==> src/logic/mipr_pkg.sv <==
// mipr_pkg.sv - constants and types shared by the maskable interrupt priority block
package mipr_pkg;

   // ------------------------------------------------------------------
   // line counts and vectors
   // ------------------------------------------------------------------
   localparam int NUM_LINES = 48;
   localparam int IDX_W = 6;
   localparam logic [7:0] VECTOR_BASE = 8'h10;
   localparam logic [7:0] VECTOR_MAX = 8'h3f;
   localparam logic [47:0] RESERVED_LINES = 48'h0000_0020_4015; // lines 0,2,4,14,21

   // ------------------------------------------------------------------
   // named source lines
   // ------------------------------------------------------------------
   localparam int LINE_RANDOM = 3;
   localparam int LINE_TIMER_4TH = 25;
   localparam int LINE_TIMER_1ST = 28;
   localparam int LINE_AUDIO = 34;

   // ------------------------------------------------------------------
   // register map (word addresses on the plain port)
   // ------------------------------------------------------------------
   localparam int ADDR_W = 4;
   localparam logic [3:0] ADDR_VECTOR = 4'h0;
   localparam logic [3:0] ADDR_NMI_STATUS = 4'h1;
   localparam logic [3:0] ADDR_STATUS_LOW = 4'h5;
   localparam logic [3:0] ADDR_STATUS_MID = 4'h6;
   localparam logic [3:0] ADDR_STATUS_HIGH = 4'h8;
   localparam logic [3:0] ADDR_ENABLE_LOW = 4'h7;
   localparam logic [3:0] ADDR_ENABLE_MID = 4'h9;
   localparam logic [3:0] ADDR_ENABLE_HIGH = 4'ha;
   localparam logic [3:0] ADDR_EVT_STATUS = 4'hb;
   localparam logic [3:0] ADDR_EVT_CLEAR = 4'hc;
   localparam logic [3:0] ADDR_EVT_ENABLE = 4'hd;
   localparam logic [15:0] ENABLE_RESET = 16'hffff;

   // event bits: 0 maskable taken, 1 non-maskable taken, 2 spurious acknowledge
   localparam int EVT_W = 3;

   // ------------------------------------------------------------------
   // nesting state
   // ------------------------------------------------------------------
   typedef enum logic [2:0] {
      MIPR_IDLE = 3'b001,
      MIPR_IN_HANDLER = 3'b010,
      MIPR_NESTING = 3'b100
   } mipr_state_t;

endpackage : mipr_pkg

==> src/logic/mipr_priority_encoder.sv <==
// mipr_priority_encoder.sv - fixed linear priority picker, top line wins
module mipr_priority_encoder #(
   parameter int LINES = 48,
   parameter int IDX_W = 6
) (
   input wire logic [LINES-1:0] active_in,
   output logic any_out,
   output logic [IDX_W-1:0] index_out
);
   // ------------------------------------------------------------------
   // scan upward so that the highest line is the last to win
   // ------------------------------------------------------------------
   always_comb begin
      any_out = 1'b0;
      index_out = '0;
      for (int i = 0; i < LINES; i++) begin
         if (active_in[i]) begin
            any_out = 1'b1; // RL16
            index_out = IDX_W'(i); // RL1
         end
      end
   end
endmodule : mipr_priority_encoder

==> src/logic/mipr_top.sv <==
// mipr_top.sv - maskable interrupt arbitration and nesting control
//
// Summary of operation
// RL1 - highest enabled pending line wins; line 47 ranks top, lower numbers rank below
// RL2 - audio interface request drives line 34
// RL3 - random number source request drives line 3
// RL4 - four versatile timer requests drive lines 28 down to 25 in order
// RL5 - software points reserved line vectors at a default error handler
// RL6 - non-maskable requests always preempt, even another non-maskable handler
// RL7 - after a maskable take, no further maskable until nesting permitted
// RL8 - nested maskable accepted only once status word enable flag is set
// RL9 - handler sets that flag with the load processor register instruction
// RL10 - software clears non-nesting sources' enables before setting the flag
// RL11 - disabled source leaves arbitration but stays visible in status
// RL12 - no hardware limit on nesting depth
// RL13 - vector is 10h plus winning line number, range 10h to 3Fh
// RL14 - status bits show raw requests whatever the enables say
// RL15 - all enable words reset to all ones; the event enable word resets to zero instead
// RL16 - reserved lines tied low; no request raised when nothing wins
module mipr_top
   import mipr_pkg::*;
(
   input wire logic clock_in,
   input wire logic sys_rst_in,
   // named peripheral requests and the remaining generic lines
   input wire logic [mipr_pkg::NUM_LINES-1:0] periph_req_in,
   input wire logic audio_interface_req_in,
   input wire logic random_number_source_req_in,
   input wire logic [3:0] versatile_timer_req_in,
   input wire logic nmi_req_in,
   // core side
   input wire logic inta_in,
   input wire logic nmi_ack_in,
   input wire logic handler_exit_in,
   input wire logic status_enable_flag_in,
   output logic irq_out,
   output logic nmi_out,
   output logic [7:0] vector_out,
   // register port
   input wire logic [mipr_pkg::ADDR_W-1:0] reg_addr_in,
   input wire logic [15:0] reg_wdata_in,
   input wire logic reg_wr_in,
   input wire logic reg_rd_in,
   output logic [15:0] reg_rdata_out,
   output logic int_out
);
   import mipr_pkg::*;

   // ------------------------------------------------------------------
   // request routing
   // ------------------------------------------------------------------
   logic [NUM_LINES-1:0] raw_req;
   logic [NUM_LINES-1:0] enable_q;
   logic [NUM_LINES-1:0] eligible;
   logic any_win;
   logic [IDX_W-1:0] win_idx;
   mipr_state_t state_q;
   logic [31:0] depth_q;
   logic nmi_pending_q;
   logic [EVT_W-1:0] evt_status_q;
   logic [EVT_W-1:0] evt_enable_q;
   logic [EVT_W-1:0] evt_set;
   logic accept_maskable;

   // named sources override their generic lines; reserved lines held low
   always_comb begin
      raw_req = periph_req_in;
      raw_req[LINE_AUDIO] = audio_interface_req_in; // RL2
      raw_req[LINE_RANDOM] = random_number_source_req_in; // RL3
      for (int t = 0; t < 4; t++) begin
         raw_req[LINE_TIMER_1ST - t] = versatile_timer_req_in[t]; // RL4
      end
      raw_req = raw_req & ~RESERVED_LINES; // RL16
   end

   // disabled lines drop out of arbitration only
   assign eligible = raw_req & enable_q; // RL11

   mipr_priority_encoder #(
      .LINES(NUM_LINES),
      .IDX_W(IDX_W)
   ) u_enc (
      .active_in(eligible),
      .any_out(any_win),
      .index_out(win_idx)
   );

   // ------------------------------------------------------------------
   // nesting control
   // ------------------------------------------------------------------
   // idle accepts freely; inside a handler only once the status flag is set
   always_comb begin
      case (state_q)
         // the take itself closes the gate, else the request stands one cycle too long
         MIPR_IDLE: accept_maskable = !inta_in || status_enable_flag_in; // RL7
         MIPR_IN_HANDLER: accept_maskable = status_enable_flag_in; // RL7
         MIPR_NESTING: accept_maskable = status_enable_flag_in; // RL8
         default: accept_maskable = 1'b0;
      endcase
   end

   // depth counter wraps on overflow but is wide enough never to do so in practice
   always_ff @(posedge clock_in) begin
      if (sys_rst_in) begin
         depth_q <= 32'h0;
      end else if (inta_in && !handler_exit_in) begin
         depth_q <= depth_q + 32'h1; // RL12
      end else if (handler_exit_in && !inta_in && depth_q != 32'h0) begin
         depth_q <= depth_q - 32'h1;
      end
   end

   always_ff @(posedge clock_in) begin
      if (sys_rst_in) begin
         state_q <= MIPR_IDLE;
      end else begin
         case (state_q)
            MIPR_IDLE: begin
               if (inta_in) begin
                  state_q <= MIPR_IN_HANDLER; // RL7
               end
            end
            MIPR_IN_HANDLER: begin
               if (handler_exit_in && depth_q <= 32'h1 && !inta_in) begin
                  state_q <= MIPR_IDLE;
               end else if (inta_in) begin
                  state_q <= MIPR_NESTING;
               end
            end
            MIPR_NESTING: begin
               if (handler_exit_in && depth_q == 32'h2 && !inta_in) begin
                  state_q <= MIPR_IN_HANDLER;
               end
            end
            default: state_q <= MIPR_IDLE;
         endcase
      end
   end

   // ------------------------------------------------------------------
   // outputs to the core
   // ------------------------------------------------------------------
   // vector tracks the winner; may be stale for one cycle while it updates
   always_ff @(posedge clock_in) begin
      if (sys_rst_in) begin
         irq_out <= 1'b0;
         vector_out <= VECTOR_BASE;
      end else begin
         irq_out <= any_win && accept_maskable; // RL16
         vector_out <= VECTOR_BASE + {2'b00, win_idx}; // RL13
      end
   end

   // non-maskable has no gate: preempts any handler, including its own kind
   always_ff @(posedge clock_in) begin
      if (sys_rst_in) begin
         nmi_pending_q <= 1'b0;
      end else if (nmi_req_in) begin
         nmi_pending_q <= 1'b1; // RL6
      end else if (nmi_ack_in) begin
         nmi_pending_q <= 1'b0;
      end
   end

   always_ff @(posedge clock_in) begin
      if (sys_rst_in) begin
         nmi_out <= 1'b0;
      end else begin
         // drop with the acknowledge so the core does not take the same request twice
         nmi_out <= (nmi_pending_q && !nmi_ack_in) || nmi_req_in; // RL6
      end
   end

   // ------------------------------------------------------------------
   // enable words
   // ------------------------------------------------------------------
   // reserved line 0 enable is stored but unused
   always_ff @(posedge clock_in) begin
      if (sys_rst_in) begin
         enable_q <= {ENABLE_RESET, ENABLE_RESET, ENABLE_RESET}; // RL15
      end else if (reg_wr_in) begin
         if (reg_addr_in == ADDR_ENABLE_LOW) begin
            enable_q[15:0] <= reg_wdata_in;
         end else if (reg_addr_in == ADDR_ENABLE_MID) begin
            enable_q[31:16] <= reg_wdata_in;
         end else if (reg_addr_in == ADDR_ENABLE_HIGH) begin
            enable_q[47:32] <= reg_wdata_in;
         end
      end
   end

   // ------------------------------------------------------------------
   // event interrupt: sticky status, write-one clear, enable
   // ------------------------------------------------------------------
   assign evt_set = {inta_in && !any_win, nmi_ack_in, inta_in};

   // set wins over a clear arriving in the same cycle
   always_ff @(posedge clock_in) begin
      if (sys_rst_in) begin
         evt_status_q <= '0;
      end else if (reg_wr_in && reg_addr_in == ADDR_EVT_CLEAR) begin
         evt_status_q <= (evt_status_q & ~reg_wdata_in[EVT_W-1:0]) | evt_set;
      end else begin
         evt_status_q <= evt_status_q | evt_set;
      end
   end

   always_ff @(posedge clock_in) begin
      if (sys_rst_in) begin
         evt_enable_q <= '0;
      end else if (reg_wr_in && reg_addr_in == ADDR_EVT_ENABLE) begin
         evt_enable_q <= reg_wdata_in[EVT_W-1:0];
      end
   end

   always_ff @(posedge clock_in) begin
      if (sys_rst_in) begin
         int_out <= 1'b0;
      end else begin
         int_out <= |(evt_status_q & evt_enable_q);
      end
   end

   // ------------------------------------------------------------------
   // read port: data stand one cycle after the strobe, zero otherwise
   // ------------------------------------------------------------------
   always_ff @(posedge clock_in) begin
      if (sys_rst_in) begin
         reg_rdata_out <= 16'h0;
      end else if (!reg_rd_in) begin
         reg_rdata_out <= 16'h0;
      end else if (reg_addr_in == ADDR_VECTOR) begin
         reg_rdata_out <= {8'h00, vector_out};
      end else if (reg_addr_in == ADDR_NMI_STATUS) begin
         reg_rdata_out <= {15'h0, nmi_pending_q};
      end else if (reg_addr_in == ADDR_STATUS_LOW) begin
         reg_rdata_out <= raw_req[15:0]; // RL14
      end else if (reg_addr_in == ADDR_STATUS_MID) begin
         reg_rdata_out <= raw_req[31:16]; // RL14
      end else if (reg_addr_in == ADDR_STATUS_HIGH) begin
         reg_rdata_out <= raw_req[47:32]; // RL14
      end else if (reg_addr_in == ADDR_ENABLE_LOW) begin
         reg_rdata_out <= enable_q[15:0];
      end else if (reg_addr_in == ADDR_ENABLE_MID) begin
         reg_rdata_out <= enable_q[31:16];
      end else if (reg_addr_in == ADDR_ENABLE_HIGH) begin
         reg_rdata_out <= enable_q[47:32];
      end else if (reg_addr_in == ADDR_EVT_STATUS) begin
         reg_rdata_out <= {13'h0, evt_status_q};
      end else if (reg_addr_in == ADDR_EVT_ENABLE) begin
         reg_rdata_out <= {13'h0, evt_enable_q};
      end else begin
         reg_rdata_out <= 16'h0;
      end
   end

endmodule : mipr_top

==> config.mk <==
export PLATFORM = sky130hd
export DESIGN_NAME = mipr_top
export DESIGN_NICKNAME = d
export VERILOG_FILES = /design/src/logic/mipr_pkg.sv /design/src/logic/mipr_priority_encoder.sv /design/src/logic/mipr_top.sv
export SDC_FILE = /design/constraint.sdc
export NUM_CORES = 1
export LEC_CHECK = 0
export ABC_AREA = 0
export BUFFER_PORTS_ARGS = -buffer_cell sky130_fd_sc_hd__buf_4
export CELL_PAD_IN_SITES_DETAIL_PLACEMENT = 0
export CELL_PAD_IN_SITES_GLOBAL_PLACEMENT = 1
export CORE_ASPECT_RATIO = 1.25
export CORE_MARGIN = 2
export CORE_UTILIZATION = 24
export CTS_CLUSTER_SIZE = 16
export DETAILED_ROUTE_END_ITERATION = 8
export PLACE_DENSITY = 0.56
export SYNTH_ARGS = -nofsm -noshare
export SYNTH_HDL_FRONTEND = slang
export SYNTH_SLANG_ARGS = --single-unit
==> constraint.sdc <==
create_clock -name clock_in -period 2.2 [get_ports clock_in]
set_input_delay 0.22 -clock clock_in [delete_from_list [all_inputs] [get_ports clock_in]]
set_output_delay 0.22 -clock clock_in [all_outputs]
set_load 0.005 [all_outputs]
==> metrics.txt <==
# TYPE chip_impl_metric gauge
chip_impl_info{name="cts_root_buffer",value="clkbuf_16"} 1
chip_impl_metric{name="die_h",unit="µm"} 189
chip_impl_metric{name="dpl_worst_slack",unit="ps"} -47.5
chip_impl_info{name="cts_tree",value="yes"} 1
chip_impl_metric{name="cell_area_reported_after_detailed_placement",unit="mm²"} 0.00846
chip_impl_metric{name="h-tree-depth",unit=""} 4
chip_impl_metric{name="cts.clk_slew.worst_paths",unit="ps"} 60
chip_impl_metric{name="power.ir.vdd_worst",unit="V"} 0.000862
chip_impl_info{name="synth_largest_area_cell",value="dfxtp_1"} 1
chip_impl_info{name="synth_flop_cell",value="dfxtp_1"} 1
chip_impl_metric{name="grt_antenna_before_repair",unit=""} 2
chip_impl_metric{name="dp_hpwl",unit="mm"} 20.4
chip_impl_info{name="worstSetupStartpointType",value="flip-flop"} 1
chip_impl_metric{name="detailedRoute.firstIterationViolations",unit=""} 425
chip_impl_metric{name="slack_of_the_critical_path",unit="ps"} 56.8
chip_impl_metric{name="pin_count_of_the_biggest_net_entering_global_routing",unit=""} 69
chip_impl_info{name="hold_path.class",value="primary input to flip-flop"} 1
chip_impl_metric{name="postSynthAreaPerCell",unit="µm²"} 7.62
chip_impl_metric{name="placement.io_buffers",unit=""} 97
chip_impl_metric{name="max_cap_violations",unit=""} 0
chip_impl_metric{name="post_synth_inst_count",unit=""} 865
chip_impl_metric{name="clock_period_minus_final_worst_setup_slack",unit="ps"} 2140
chip_impl_metric{name="final_cell_area",unit="mm²"} 0.00927
chip_impl_metric{name="yosysWarnings",unit=""} 0
chip_impl_info{name="result_of_the_run",value="finished clean"} 1
chip_impl_metric{name="drtPass1Iterations",unit=""} 5
chip_impl_metric{name="postSynthRegisterBits",unit=""} 116
chip_impl_metric{name="p_leak",unit="µW"} 0.00391
chip_impl_metric{name="worst-path-max-fanout",unit=""} 5
chip_impl_metric{name="routed_wl",unit="mm"} 26.7
chip_impl_metric{name="hold-worst-slack",unit="ps"} 22.3
chip_impl_metric{name="cts-root-to-sink-buffers",unit=""} 2
chip_impl_metric{name="core.rowCount",unit=""} 67
chip_impl_metric{name="chipWidth",unit="µm"} 152
chip_impl_metric{name="vias",unit=""} 7150
chip_impl_metric{name="grt_use_total",unit=""} 0.185
chip_impl_info{name="timing.setup.critical_path_class",value="flip-flop to flip-flop"} 1
chip_impl_metric{name="synth-edff-count",unit=""} 0
chip_impl_info{name="ys_top_cells_by_area",value="dfxtp_1 35%, nand2_1 10%, nand3b_1 5.9%"} 1
chip_impl_metric{name="grt_pass1_wl",unit="mm"} 41.4
chip_impl_metric{name="power.density",unit="mW/mm²"} 1240
chip_impl_metric{name="finClkSkew",unit="ps"} 9.69
chip_impl_metric{name="maxClockFrequency",unit="GHz"} 0.467
chip_impl_metric{name="cts-hold-fix-buffers",unit=""} 0
chip_impl_metric{name="arrival",unit="ps"} 2490
chip_impl_metric{name="clk-insertion-delay-late",unit="ps"} 420
chip_impl_info{name="rsz0062_at_grt",value="yes"} 1
chip_impl_metric{name="post-route-drc-count",unit=""} 0
chip_impl_metric{name="timing_hold_violations_final",unit=""} 0
chip_impl_metric{name="numClockSinks",unit=""} 116
chip_impl_metric{name="async_flop_share",unit=""} 0
chip_impl_metric{name="numCtsBuffers",unit=""} 17
chip_impl_metric{name="report.final.slew_viol_count",unit=""} 0
chip_impl_metric{name="globalRoute.totalOverflow",unit=""} 0
chip_impl_metric{name="synthesis.nets",unit=""} 954
chip_impl_metric{name="timing.final.crit_share",unit=""} 0.974
chip_impl_metric{name="postRouteAntennaNets",unit=""} 0
chip_impl_metric{name="core_region_area",unit="mm²"} 0.0269
chip_impl_info{name="critPathCaptureType",value="flip-flop"} 1
chip_impl_metric{name="yosys.cell_types.count",unit=""} 70
chip_impl_metric{name="via_per_inst",unit=""} 5.10
chip_impl_metric{name="final.setup.tns",unit="ps"} 0
chip_impl_metric{name="worst_ep_required_time",unit="ps"} 2550
chip_impl_metric{name="initial_core_util",unit=""} 0.245
chip_impl_metric{name="die_area",unit="mm²"} 0.0288
chip_impl_metric{name="net_count_final",unit=""} 1131
chip_impl_metric{name="detail_route.wl_per_cell",unit="µm"} 19.0
chip_impl_metric{name="synth.yosys.seq_area_share",unit=""} 0.352
chip_impl_metric{name="setup_viol",unit=""} 0
chip_impl_metric{name="gp_congestion",unit=""} 0.897
chip_impl_metric{name="share_of_final_layout_standard_cells_stronger_than_drive_strength_1",unit=""} 0.269
chip_impl_metric{name="synth.top_cell.area_share",unit=""} 0.352
chip_impl_metric{name="total_standard_cell_area_after_synthesis",unit="mm²"} 0.00659
chip_impl_metric{name="areaGrowthSynthToFinish",unit="%"} 40.7
chip_impl_metric{name="boundaryPins",unit=""} 110
chip_impl_metric{name="first_global_vias",unit=""} 7412
[final timing paths]
kind                                               start                         end  slack, ps  depth (start not counted)
worst max register to register   depth_q[4]$_SDFFE_PP0P_    depth_q[20]$_SDFFE_PP0P_         60                          6
worst min register to register  enable_q[4]$_SDFFE_PP1P_    enable_q[4]$_SDFFE_PP1P_        480                          2
worst min-delay path                          nmi_ack_in  evt_status_q[1]$_SDFF_PP0_         20                          3
worst max-delay path             depth_q[4]$_SDFFE_PP0P_    depth_q[20]$_SDFFE_PP0P_         60                          6
[synthesized netlist by cell type, types with 3 or more instances]
library cell  number
and3_1            11
dfxtp_1          116
a222oi_1           3
nor4_1            11
a41oi_1            5
nor2_1            63
nand3_1           30
or4_1              6
inv_1             12
nand2b_1          10
a22oi_1           51
buf_1              5
nand3b_1          52
a32o_1             3
a221oi_1           5
o21ai_0           22
mux2i_1            4
clkbuf_1          40
nand4b_1           3
nor2b_1           15
o211ai_1           4
mux2_1             3
mux2_2             3
or3_1             10
xnor2_1            9
o41ai_1            4
nor3b_1            4
o22a_1             4
and2_1             5
a21oi_1           35
nand4_1           17
a22o_1             6
o31ai_1            8
and4_1             5
a21o_1             6
a31oi_1           14
nand2_1          183
ha_1               6
a32oi_1            5
nor3_1            27
xor2_1             4
[layer usage]
metal / vias up / wire length (µm) / part of all wire / GRT usage
li1: 3526 / - / - / -
met1: 3373 / 10900 / 0.41 / 0.210
met2: 199 / 13600 / 0.51 / 0.335
met3: 50 / 1290 / 0.048 / 0.0389
met4: 2 / 846 / 0.032 / 0.0809
met5: - / 12 / 0.00045 / 0
[registers in the layout, summed over array words and instances (netlist names)]
| register | cells |
|---|---|
| enable_q | 48 |
| reg_rdata_out | 16 |
| int_out | 1 |
| irq_out | 1 |
| vector_out | 7 |
| state_q | 3 |
| depth_q | 32 |
| nmi_pending_q | 1 |
| evt_status_q | 3 |
| nmi_out | 1 |
| evt_enable_q | 3 |
[critical path: stages, from the launching register on]
cell and delay, ps:
dfxtp_4 380, nand3_2 80, or4_4 530, or3_1 380, o32a_1 210, or3_1 350
a21oi_1 140
[layout make-up]
class / instances / area (µm²)
fillers: 2885 / 17600
clock inverters: 13 / 206
well taps: 345 / 432
multi-input cells: 688 / 4200
repair buffers: 207 / 1610
inverters: 12 / 45.0
flip-flops and latches: 116 / 2350
diodes: 1 / 2.50
clock buffers: 19 / 433
[placed cells by master, fill, tap and decap left out, types with 6 or more instances in the layout]
cell type | netlist | layout
o31ai_1 | 8 | 6
nand2_1 | 183 | 182
a21o_1 | 6 | 6
buf_4 | 1 | 201
nand3b_1 | 52 | 52
and3_1 | 11 | 10
or4_1 | 6 | 6
dfxtp_1 | 116 | 107
nand4_1 | 17 | 17
inv_1 | 12 | 12
nor3_1 | 27 | 22
nor2b_1 | 15 | 15
a22o_1 | 6 | 6
nand3_1 | 30 | 28
or3_1 | 10 | 9
clkbuf_16 | 0 | 17
nor4_1 | 11 | 7
o21ai_0 | 22 | 22
a22oi_1 | 51 | 51
ha_1 | 6 | 6
xnor2_1 | 9 | 9
nor2_1 | 63 | 62
a31oi_1 | 14 | 14
nand2b_1 | 10 | 10
a21oi_1 | 35 | 33
[stage by stage]
step                      instances  power, µW   util
after global routing           1400      12200  0.344
final                          1401      11500  0.345
after global placement         1368       7950  0.314
after detailed placement       1368       7950  0.314
after floorplan                 865       5270      -
after CTS                      1400      11100  0.339
[cells by family after synthesis]
kind of cell / synth area share
simple gates: 0.359
xor+xnor: 0.0173
buf+inv: 0.0359
other cells: 0.000569
fa+ha+maj: 0.0114
flops: 0.352
compound gates: 0.207
mux: 0.0163
[report_power, final]
| group | internal [µW] | switching (µW) | leakage [µW] |
|---|---|---|---|
| clock network | 2010 | 1080 | 0.000307 |
| logic | 2750 | 2910 | 0.00265 |
| registers | 2430 | 337 | 0.000951 |
[timing repair]
item                       in CTS  in global routing
setup endpoints to repair       7                 28
pin swaps                       0                  5
gates resized for setup         8                 31
setup buffers                   0                  0
(Power assumes the default switching activity.)
